<file path="config.mk">
export PLATFORM = sky130hd
export DESIGN_NAME = parallel_port_unit
export DESIGN_NICKNAME = d
export VERILOG_FILES = /design/src/logic/pport_pkg.sv /design/src/logic/parallel_port_unit.sv
export VERILOG_INCLUDE_DIRS = /design/src /design/src/logic
export SDC_FILE = /design/constraint.sdc
export NUM_CORES = 1
export LEC_CHECK = 0
export BUFFER_PORTS_ARGS = -buffer_cell sky130_fd_sc_hd__buf_2
export CORE_MARGIN = 1.5
export CORE_UTILIZATION = 45
export CTS_CLUSTER_SIZE = 10
export DETAILED_ROUTE_END_ITERATION = 8
export GPL_TIMING_DRIVEN = 0
export PLACE_DENSITY_LB_ADDON = 0.1
export SLEW_MARGIN = 20
export SYNTH_ARGS = -nofsm -noshare
export SYNTH_HDL_FRONTEND = slang
export SYNTH_SLANG_ARGS = --single-unit
export TNS_END_PERCENT = 50
</file>
<file path="constraint.sdc">
create_clock -name mclk_i -period 4 [get_ports mclk_i]
set_input_delay 0.4 -clock mclk_i [delete_from_list [all_inputs] [get_ports mclk_i]]
set_output_delay 0.4 -clock mclk_i [all_outputs]
set_load 0.02 [all_outputs]
</file>
<file path="src/logic/pport_params.svh">
// constants for the parallel port control word decoder
`ifndef PPORT_PARAMS_SVH
`define PPORT_PARAMS_SVH
`define ADDR_A_DATA     8'h1C
`define ADDR_A_CMD      8'h1D
`define ADDR_B_DATA     8'h1E
`define ADDR_B_CMD      8'h1F
`define MODE_BIT        2'h3
`define MODE_BIDIR      2'h2
`define MODE_RST        2'h1
`define CMD_NIB_MODE    4'hF
`define CMD_NIB_ISETUP  4'h7
`define CMD_NIB_IEN     4'h3
`define BIT_IEN         7
`define BIT_ANDOR       6
`define BIT_HILO        5
`define BIT_MASKFOL     4
`define BIT_VEC         0
`define FLD_CMD         3:0
`define FLD_MODE        7:6
`define COND_RST        2'h0
`define BYTE_ZERO       8'h00
`define BYTE_ONES       8'hFF
`endif

</file>
<file path="src/logic/pport_pkg.sv">
// types for the parallel port control word decoder
package pport_pkg;
    // gray order: normal, expect direction, expect mask
    typedef enum logic [1:0] {
        ST_IDLE = 2'b00,
        ST_DIR  = 2'b01,
        ST_MASK = 2'b11
    } wr_state_e;
endpackage : pport_pkg
</file>
<file path="src/logic/parallel_port_unit.sv">
// control word decode, mode-3 interrupt condition for one 8-bit port
`timescale 1ns/1ps
`include "pport_params.svh"

module parallel_port_unit
    import pport_pkg::*;
#(
    parameter logic [7:0] CMD_ADDR = `ADDR_A_CMD
) (
    input  wire logic       mclk_i,
    input  wire logic       srst_i,
    input  wire logic       io_wr_i,
    input  wire logic [7:0] io_addr_i,
    input  wire logic [7:0] io_data_i,
    input  wire logic [7:0] port_in_i,
    input  wire logic       opcode_fetch_strobe_n_i,
    input  wire logic       irq_ack_i,
    output logic [1:0]      port_mode_o,
    output logic [7:0]      line_direction_o,
    output logic [7:0]      irq_monitor_mask_o,
    output logic [7:0]      irq_vector_o,
    output logic [1:0]      irq_condition_o,
    output logic            irq_enable_o,
    output logic            irq_req_o
);

    // ----------------------------------------
    // command decode
    // ----------------------------------------
    logic [1:0]  mode_r;
    logic [7:0]  dir_r;
    logic [7:0]  mask_r;
    logic [7:0]  vec_r;
    logic [1:0]  cond_r;
    logic        ien_r;
    logic        pend_r;
    logic        m1_prev_r;
    wr_state_e   st_r;
    wr_state_e   st_nxt;

    wire cmd_wr    = io_wr_i && (io_addr_i == CMD_ADDR);
    wire wr_idle   = cmd_wr && (st_r == ST_IDLE);
    wire is_vec    = wr_idle && !io_data_i[`BIT_VEC];
    wire is_mode   = wr_idle && (io_data_i[`FLD_CMD] == `CMD_NIB_MODE);
    wire is_setup  = wr_idle && (io_data_i[`FLD_CMD] == `CMD_NIB_ISETUP);
    wire is_ienonly= wr_idle && (io_data_i[`FLD_CMD] == `CMD_NIB_IEN);
    wire is_dir    = cmd_wr && (st_r == ST_DIR);
    wire is_mask   = cmd_wr && (st_r == ST_MASK);
    wire in_bit    = (mode_r == `MODE_BIT);
    wire mode_bit_w= (io_data_i[`FLD_MODE] == `MODE_BIT);
    // bit 4 acts as clear in any mode, but chains the mask only in mode 3
    wire setup_clr = is_setup && io_data_i[`BIT_MASKFOL];
    wire setup_m3  = is_setup && in_bit;

    always_comb begin
        st_nxt = st_r;
        case (st_r)
            ST_IDLE: begin
                if (is_mode && mode_bit_w) begin
                    st_nxt = ST_DIR;
                end else if (setup_m3 && io_data_i[`BIT_MASKFOL]) begin
                    st_nxt = ST_MASK;
                end
            end
            ST_DIR: begin
                if (cmd_wr) st_nxt = ST_IDLE;
            end
            ST_MASK: begin
                if (cmd_wr) st_nxt = ST_IDLE;
            end
            default: st_nxt = ST_IDLE;
        endcase
    end

    // ----------------------------------------
    // interrupt condition
    // ----------------------------------------
    // lines at the chosen level; output lines and mask ones drop out
    wire [7:0] act_lvl   = cond_r[0] ? port_in_i : ~port_in_i;
    wire [7:0] monitored = dir_r & ~mask_r;
    wire       any_hit   = |(act_lvl & monitored);
    wire       all_hit   = (monitored != `BYTE_ZERO) &&
                           ((act_lvl & monitored) == monitored);
    wire       cond_true = in_bit && (cond_r[1] ? all_hit : any_hit);
    wire       m1_low    = !opcode_fetch_strobe_n_i;
    // a new request is held off while the fetch strobe is low
    wire       raise     = ien_r && cond_true && !m1_low && !pend_r;

    // strobe rising edge, where a held-off request must come out
    wire       m1_rise   = !m1_prev_r && opcode_fetch_strobe_n_i;

    // ----------------------------------------
    // next values
    // ----------------------------------------
    // every register but pend_r and m1_prev_r holds unless its own decode strobe fires this cycle
    wire [1:0] mode_nxt  = is_mode ? io_data_i[`FLD_MODE] : mode_r;
    wire [7:0] dir_nxt   = is_dir ? io_data_i : dir_r;
    wire [7:0] mask_nxt  = is_mask ? io_data_i : mask_r;
    wire [7:0] vec_nxt   = is_vec ? io_data_i : vec_r;
    wire [1:0] setup_fld = {io_data_i[`BIT_ANDOR], io_data_i[`BIT_HILO]};
    wire [1:0] cond_nxt  = setup_m3 ? setup_fld : cond_r;
    wire       ien_wr    = is_setup || is_ienonly;
    wire       ien_nxt   = ien_wr ? io_data_i[`BIT_IEN] : ien_r;
    // set acts only while pend_r is low, so a clear drops pend_r and a condition still met raises it again one cycle later
    wire       pend_clr  = setup_clr || irq_ack_i;
    wire       pend_nxt  = raise || (pend_r && !pend_clr);

    // ----------------------------------------
    // control registers
    // ----------------------------------------
    always_ff @(posedge mclk_i) begin
        if (srst_i) begin
            st_r <= ST_IDLE;
        end else begin
            st_r <= st_nxt;
        end
    end

    always_ff @(posedge mclk_i) begin
        if (srst_i) begin
            mode_r <= `MODE_RST;
        end else begin
            mode_r <= mode_nxt;
        end
    end

    always_ff @(posedge mclk_i) begin
        if (srst_i) begin
            dir_r <= `BYTE_ONES;
        end else begin
            dir_r <= dir_nxt;
        end
    end

    always_ff @(posedge mclk_i) begin
        if (srst_i) begin
            mask_r <= `BYTE_ONES;
        end else begin
            mask_r <= mask_nxt;
        end
    end

    always_ff @(posedge mclk_i) begin
        if (srst_i) begin
            vec_r <= `BYTE_ZERO;
        end else begin
            vec_r <= vec_nxt;
        end
    end

    always_ff @(posedge mclk_i) begin
        if (srst_i) begin
            cond_r <= `COND_RST;
        end else begin
            cond_r <= cond_nxt;
        end
    end

    always_ff @(posedge mclk_i) begin
        if (srst_i) begin
            ien_r <= 1'b0;
        end else begin
            ien_r <= ien_nxt;
        end
    end

    always_ff @(posedge mclk_i) begin
        if (srst_i) begin
            pend_r <= 1'b0;
        end else begin
            pend_r <= pend_nxt;
        end
    end

    // resets to the strobe's idle level so no false rise follows reset
    always_ff @(posedge mclk_i) begin
        if (srst_i) begin
            m1_prev_r <= 1'b1;
        end else begin
            m1_prev_r <= opcode_fetch_strobe_n_i;
        end
    end

    assign port_mode_o        = mode_r;
    assign line_direction_o   = dir_r;
    assign irq_monitor_mask_o = mask_r;
    assign irq_vector_o       = vec_r;
    assign irq_condition_o    = cond_r;
    assign irq_enable_o       = ien_r;
    assign irq_req_o          = pend_r && ien_r;

    // ----------------------------------------
    // checks
    // ----------------------------------------
    // decode and register loads
    mode_store_a: assert property (@(posedge mclk_i) disable iff (srst_i)
        is_mode |=> (mode_r == $past(io_data_i[`FLD_MODE])))
        else $error("mode not stored");
    dir_follow_a: assert property (@(posedge mclk_i) disable iff (srst_i)
        (is_mode && mode_bit_w) |=> (st_r == ST_DIR))
        else $error("direction word not expected after mode 3");
    dir_only_m3_a: assert property (@(posedge mclk_i) disable iff (srst_i)
        (is_mode && !mode_bit_w) |=> (st_r == ST_IDLE))
        else $error("direction word expected outside mode 3");
    dir_load_a: assert property (@(posedge mclk_i) disable iff (srst_i)
        is_dir |=> (dir_r == $past(io_data_i)) && (st_r == ST_IDLE))
        else $error("direction word not taken");
    dir_keep_a: assert property (@(posedge mclk_i) disable iff (srst_i)
        !is_dir |=> $stable(dir_r))
        else $error("direction changed without its word");
    cond_keep_a: assert property (@(posedge mclk_i) disable iff (srst_i)
        (is_setup && !in_bit) |=> $stable(cond_r))
        else $error("setup applied outside mode 3");
    cond_store_a: assert property (@(posedge mclk_i) disable iff (srst_i)
        setup_m3 |=> (cond_r[1] == $past(io_data_i[`BIT_ANDOR])) &&
                     (cond_r[0] == $past(io_data_i[`BIT_HILO])))
        else $error("setup bits not retained");
    mask_follow_a: assert property (@(posedge mclk_i) disable iff (srst_i)
        (setup_m3 && io_data_i[`BIT_MASKFOL]) |=> (st_r == ST_MASK))
        else $error("mask word not expected");
    mask_chain_a: assert property (@(posedge mclk_i) disable iff (srst_i)
        (is_setup && !in_bit) |=> (st_r == ST_IDLE))
        else $error("mask chained outside mode 3");
    mask_load_a: assert property (@(posedge mclk_i) disable iff (srst_i)
        is_mask |=> (mask_r == $past(io_data_i)) && (st_r == ST_IDLE))
        else $error("mask word not taken");
    mask_keep_a: assert property (@(posedge mclk_i) disable iff (srst_i)
        !is_mask |=> $stable(mask_r))
        else $error("mask changed without its word");
    ien_store_a: assert property (@(posedge mclk_i) disable iff (srst_i)
        (is_setup || is_ienonly) |=> (ien_r == $past(io_data_i[`BIT_IEN])))
        else $error("enable bit not taken");
    ien_only_a: assert property (@(posedge mclk_i) disable iff (srst_i)
        is_ienonly |=> (ien_r == $past(io_data_i[`BIT_IEN])) && $stable(cond_r) &&
                       $stable(mask_r))
        else $error("enable word misapplied");
    cmd_addr_a: assert property (@(posedge mclk_i) disable iff (srst_i)
        (io_wr_i && (io_addr_i != CMD_ADDR)) |=> $stable(mode_r) && $stable(vec_r) &&
                                               $stable(st_r))
        else $error("write at other address decoded");
    vec_store_a: assert property (@(posedge mclk_i) disable iff (srst_i)
        is_vec |=> (vec_r == $past(io_data_i)))
        else $error("vector word not stored");

    // pending request clear and hold
    clr_pend_a: assert property (@(posedge mclk_i) disable iff (srst_i)
        (setup_clr && !raise) |=> !pend_r)
        else $error("pending not cleared");
    ack_clr_a: assert property (@(posedge mclk_i) disable iff (srst_i)
        (irq_ack_i && !raise) |=> !pend_r)
        else $error("pending not cleared by acknowledge");
    pend_hold_a: assert property (@(posedge mclk_i) disable iff (srst_i)
        (pend_r && !pend_clr) |=> pend_r)
        else $error("pending dropped without a clear");

    // request condition and its masking
    or_raise_a: assert property (@(posedge mclk_i) disable iff (srst_i)
        (ien_r && in_bit && !cond_r[1] && any_hit && !m1_low && !irq_ack_i && !setup_clr)
        |=> pend_r)
        else $error("or condition missed");
    or_idle_a: assert property (@(posedge mclk_i) disable iff (srst_i)
        (in_bit && !cond_r[1] && !any_hit && !pend_r) |=> !pend_r)
        else $error("or request without an active line");
    and_raise_a: assert property (@(posedge mclk_i) disable iff (srst_i)
        (ien_r && in_bit && cond_r[1] && all_hit && !m1_low && !irq_ack_i && !setup_clr)
        |=> pend_r)
        else $error("and condition missed");
    and_wait_a: assert property (@(posedge mclk_i) disable iff (srst_i)
        (cond_r[1] && !all_hit && !pend_r) |=> !pend_r)
        else $error("and request with a line idle");
    masked_line_a: assert property (@(posedge mclk_i) disable iff (srst_i)
        ((mask_r == `BYTE_ONES) && !pend_r && !setup_m3) |=> !pend_r)
        else $error("masked lines raised request");
    no_input_a: assert property (@(posedge mclk_i) disable iff (srst_i)
        (((dir_r & ~mask_r) == `BYTE_ZERO) && !pend_r) |=> !pend_r)
        else $error("request with no monitored input");
    m3_only_a: assert property (@(posedge mclk_i) disable iff (srst_i)
        (!in_bit && !pend_r) |=> !pend_r)
        else $error("request outside mode 3");

    // fetch strobe deferral and output gating
    m1_defer_a: assert property (@(posedge mclk_i) disable iff (srst_i)
        (m1_low && !pend_r) |=> !pend_r)
        else $error("request during fetch strobe");
    m1_release_a: assert property (@(posedge mclk_i) disable iff (srst_i)
        (m1_rise && ien_r && cond_true && !pend_r) |=> pend_r)
        else $error("request not released at strobe rise");
    req_gate_a: assert property (@(posedge mclk_i) disable iff (srst_i)
        !ien_r |-> !irq_req_o)
        else $error("request shown while disabled");

endmodule : parallel_port_unit

</file>
# Word-level counts from Yosys, hierarchy flattened
# Index checks and enable logic that the tools add are counted.
totals:
  register_bits: 32
op_classes:
  n_eq_ne: 11
  muxes: 6
  bitwise_logic: 4
  reduce_logical: 30
op_table:
  columns: ["operator", "n"]
  rows:
  - ["$logic_and A1 B1 Y1", 19]
  - ["$and A8 B8 Y8", 2]
  - ["$not A8 Y8", 2]
  - ["$eq A8 B5 Y1 const B", 1]
  - ["$eq A8 B8 Y1", 1]
  - ["$mux W8", 1]
  - ["$reduce_bool A8 Y1", 1]
  - ["$reduce_or A8 Y1", 1]
  - ["$eq A2 B2 Y1 const B", 3]
  - ["$mux W2", 3]
  - ["$eq A4 B2 Y1 const B", 1]
  - ["$eq A4 B3 Y1 const B", 1]
  - ["$eq A4 B4 Y1 const B", 1]
  - ["$pmux W2 S2", 1]
  - ["$logic_not A1 Y1", 3]
  - ["$logic_or A1 B1 Y1", 3]
  - ["$ne A3 B1 Y1 const B", 1]
  - ["$eq A2 B1 Y1 const B", 1]
  - ["$logic_not A2 Y1", 1]
  - ["$ne A2 B1 Y1 const B", 1]
  - ["$reduce_and A2 Y1", 1]
  - ["$reduce_or A2 Y1", 1]
  - ["$mux W1", 1]

# Logic depth before layout (Yosys ltp)
depth:
  word_depth: 11
  ltp_mapped: 6
  mapped_depth_nobuf: 5

# Worst setup path before layout
# OpenSTA, ideal clock, no wires.
synth_timing:
  path_kind: "in2reg"
  from: "input port io_addr_i[6]"
  to: "register dir_r[7] (netlist: line_direction_o[7])"
  arrival_ns: 1.648
  t_required_ns: 3.880
  path_slack_ns: 2.232
  path_stages: 5
  path_buffers: 1
  cell_sequence: "and4bb_1 nand4b_4 or3b_1 buf_6 a211o_1"
synth_via:
  elab_chain_cells: 3
synth_lines:
  columns: ["item", "line_no", "source"]
  rows:
  - ["from (decl)", "parallel_port_unit.sv:13", "input wire logic [7:0] io_addr_i,"]
  - ["$eq A8 B5 Y1", "parallel_port_unit.sv:41", "wire cmd_wr = io_wr_i && (io_addr_i == CMD_ADDR);"]
  - ["$logic_and A1 B1 Y1", "parallel_port_unit.sv:41", null]
  - ["$logic_and A1 B1 Y1", "parallel_port_unit.sv:47", "wire is_dir = cmd_wr && (st_r == ST_DIR);"]
  - ["to (signal assigned)", "parallel_port_unit.sv:129", "dir_r <= `BYTE_ONES;"]
  - ["to (signal assigned)", "parallel_port_unit.sv:131", "dir_r <= dir_nxt;"]
  - ["to (decl)", "parallel_port_unit.sv:31", "logic [7:0] dir_r;"]
# Every way passes these cells.
# A chain may end at the register's enable or synchronous reset.

# Final worst setup path
layout_timing:
  from: "input port io_addr_i[6]"
  to: "register mask_r[5] (netlist: irq_monitor_mask_o[5])"
layout_via:
  elab_chain_cells: 3
layout_lines:
  columns: ["item", "line_no", "source"]
  rows:
  - ["$eq A8 B5 Y1", "parallel_port_unit.sv:41", null]
  - ["$logic_and A1 B1 Y1", "parallel_port_unit.sv:41", null]
  - ["$logic_and A1 B1 Y1", "parallel_port_unit.sv:48", "wire is_mask = cmd_wr && (st_r == ST_MASK);"]
  - ["to (signal assigned)", "parallel_port_unit.sv:137", "mask_r <= `BYTE_ONES;"]
  - ["to (signal assigned)", "parallel_port_unit.sv:139", "mask_r <= mask_nxt;"]
  - ["to (decl)", "parallel_port_unit.sv:32", "logic [7:0] mask_r;"]
# Every way passes these cells.

==> impl_metrics.csv <==
group,metric,value,unit
timing,whs,329,ps
critical_path,cp_data_arrival_time,1890,ps
critical_path,rrSetupSlack,2500,ps
pwr,p_sw,125,µW
cts,postCtsSetupBuffers,0,
synth,ys_seq_elements,32,
cts,cts-root-buf,"clkbuf_4",
critical_path,start_kind,"primary input",
cts,clk_latency,330,ps
status,status,"complete, no violations",
hold_path,hold_class,"primary input to register",
timing,maxSlewHeadroom,0.713,
cts,path_clk_slew,100,ps
run,cap_violations,0,
cells_and_area,nets,263,
placed_design,globalplace.congestion,0.833,
hold_path,hp-start,"io_data_i[5]",
placed_design,dp_hpwl,3.05,mm
synth,synth_edf_count,0,
floorplan,start_util,0.470,
critical_path,cp.required,4240,ps
global_routing,grt-ovfl-total,0,
hold_path,holdPathStages,2,
timing,finalHoldViolations,0,
timing,post-route-min-period,1660,ps
detailed_routing,drtIter0Drc,67,
timing,worst_pin_slew,419,ps
cells_and_area,area_growth_syn_to_layout,26.7,%
pwr,power_frac_comb,0.054,
timing,tns,0,ps
synth,synth_top_flop_cell,"dfxtp_1",
timing,rsz0062_at_grt,"no",
global_routing,grt_pass1_wl,5.97,mm
cells_and_area,num_antenna_cells,0,
cells_and_area,drive_gt1_frac,0.311,
cts,numClockSinks,32,
timing,fin_crit_sh,0.414,
floorplan,dieArea,3850,µm²
pwr,clockPowerShare,0.405,
detailed_routing,via_per_inst,5.19,
detailed_routing,drc_errors,0,
pwr,internal_power,463,µW
critical_path,path_max_fanout,10,
placed_design,port_buffers,57,
synth,synth_cell_types,40,
critical_path,r2r_start,"st_r[0]",
pwr,seqPwrFrac,0.541,
synth,yosysWarningCount,0,
timing,setup_slack,2340,ps
pwr,peakVddDrop,0.384,mV
synth,syn-mean-instance-area,9.23,µm²
global_routing,grt_antenna_before_repair,0,
synth,ys_seq_area_frac,0.408,
floorplan,top_level_ports,59,
synth,synth_nets,199,
cts,cts_tree,"done",
timing,finalMaxSlewViolations,0,
pwr,p_sw_frac,0.213,
critical_path,reg2reg_depth,5,
synth,synthCells,170,
pwr,p_leak,0.000980,µW
timing,fmax,0.603,GHz
cts,clockBufferDepth,2,
detailed_routing,wirelength,3.87,mm
global_routing,grt_util_all_layers,0.220,
critical_path,end_kind,"register",
cts,htreeDepth,2,
hold_path,whs_endpoint,"irq_monitor_mask_o[5]",
cts,holdBufCountCts,0,
detailed_routing,firstDrtPassIters,4,
critical_path,worst-setup-path-type,"primary input to register",
detailed_routing,vias,1457,
timing,finalSetupViolCount,0,
placed_design,dp_slack,1980,ps
detailed_routing,wl_per_cell,13.8,µm
cts,cts_inserted_buffers,5,
pwr,powerDensity,296,nW/µm²
detailed_routing,ant_nets,0,
floorplan,num_rows,21,
cts,cts_resized,0,
floorplan,die_x,62.1,µm
synth,async_flop_share,0,
floorplan,fp.coreArea,3340,µm²
synth,netlist_area,1570,µm²
timing,fin_worst_skew,8.67,ps
critical_path,regToRegEndpoint,"irq_condition_o[0]",
floorplan,fp.dieH,62.1,µm
global_routing,grt_max_degree,11,
global_routing,grt_pass1_vias,1316,
==> kinds of logic after synthesis <==
group	Yosys count	share of synthesized area
compound gates	23	0.112
simple gates	81	0.313
flops	32	0.408
buf+inv	14	0.0399
mux	20	0.128
==> registers in the layout, indices dropped and copies added, names as in the netlist <==
name                flops
st_r                    2
irq_condition_o         2
line_direction_o        8
irq_vector_o            8
irq_enable_o            1
pend_r                  1
irq_monitor_mask_o      8
port_mode_o             2
==> synthesized netlist by cell type (all sizes together), types with 2 or more instances <==
| master | instances | area (µm²) |
|---|---|---|
| and3b | 2 | 17.5 |
| o211ai | 2 | 15.0 |
| or4 | 2 | 18.8 |
| a21oi | 5 | 25.0 |
| dfxtp | 32 | 641 |
| nand4 | 4 | 25.0 |
| nand4b | 2 | 32.5 |
| nor2b | 11 | 68.8 |
| a211o | 8 | 70.1 |
| nand2 | 15 | 56.3 |
| nand3 | 5 | 25.0 |
| nand3b | 7 | 52.6 |
| nor3b | 4 | 30.0 |
| inv | 6 | 22.5 |
| nand2b | 4 | 25.0 |
| buf | 3 | 21.3 |
| mux2i | 20 | 200 |
| clkbuf | 4 | 15.0 |
| or3b | 4 | 35.0 |
| nor2 | 15 | 58.8 |
==> stage by stage <==
stage,util,total power (µW),instances,cell area [µm²]
2_1_floorplan,-,335,170,1570
3_3_place_gp,0.573,357,273,1910
3_5_place_dp,0.573,358,273,1910
4_1_cts,0.596,593,281,1990
5_1_grt,0.596,616,281,1990
6_report,0.596,588,281,1990
==> worst max path at each step <==
| stage | from | to | cells past startpoint |
|---|---|---|---|
| 2_1_floorplan | io_addr_i[6] | line_direction_o[7] | 5 |
| 3_3_place_gp | io_addr_i[6] | irq_monitor_mask_o[5] | 7 |
| 3_5_place_dp | io_addr_i[6] | irq_monitor_mask_o[5] | 7 |
| 4_1_cts | io_addr_i[6] | irq_vector_o[1] | 7 |
| 5_1_grt | io_addr_i[6] | irq_monitor_mask_o[5] | 7 |
| 6_report | io_addr_i[6] | irq_monitor_mask_o[5] | 7 |
==> layout by cell type (no fill, tap or decap), drive strengths merged, types with 5 or more instances in the layout <==
cell type / instances
nand3b: 7
mux2i: 20
dfxtp: 32
nand2: 15
nor2: 15
buf: 60
clkbuf: 10
a21oi: 5
nand3: 5
a211o: 8
nor2b: 11
inv: 6
==> power by group through the flow <==
stage               Sequential, µW  Combinational, µW  Clock [µW]
detailed placement             326               32.0           0
CTS                            318               32.0         242
floorplan                      326               9.35           0
global placement               326               30.7           0
finish                         318               31.8         238
global route                   319               35.3         262
==> worst max-delay path, cell delays in order <==
cell      delay [ps]
buf_2            100
and4bb_1         310
nand4b_4         180
nor2_2           300
buf_2            280
nor2b_1           70
a211o_1          260
==> area by class of cell <==
| type | count | area (µm²) |
|---|---|---|
| Fill cell | 332 | 1350 |
| Multi-Input combinational cell | 124 | 866 |
| Sequential cell | 32 | 641 |
| Timing Repair Buffer | 57 | 285 |
| Tap cell | 46 | 57.6 |
| Clock buffer | 6 | 41.3 |
| Buffer | 7 | 36.3 |
| Clock inverter | 2 | 35.0 |
| Inverter | 7 | 26.3 |
==> per-layer routing <==
metal,track usage,wire [µm]
met3,0.0642,164
met5,0,0
met4,0.0729,59
met1,0.277,1790
met2,0.360,1860
Power figures use the tool's default switching activity.
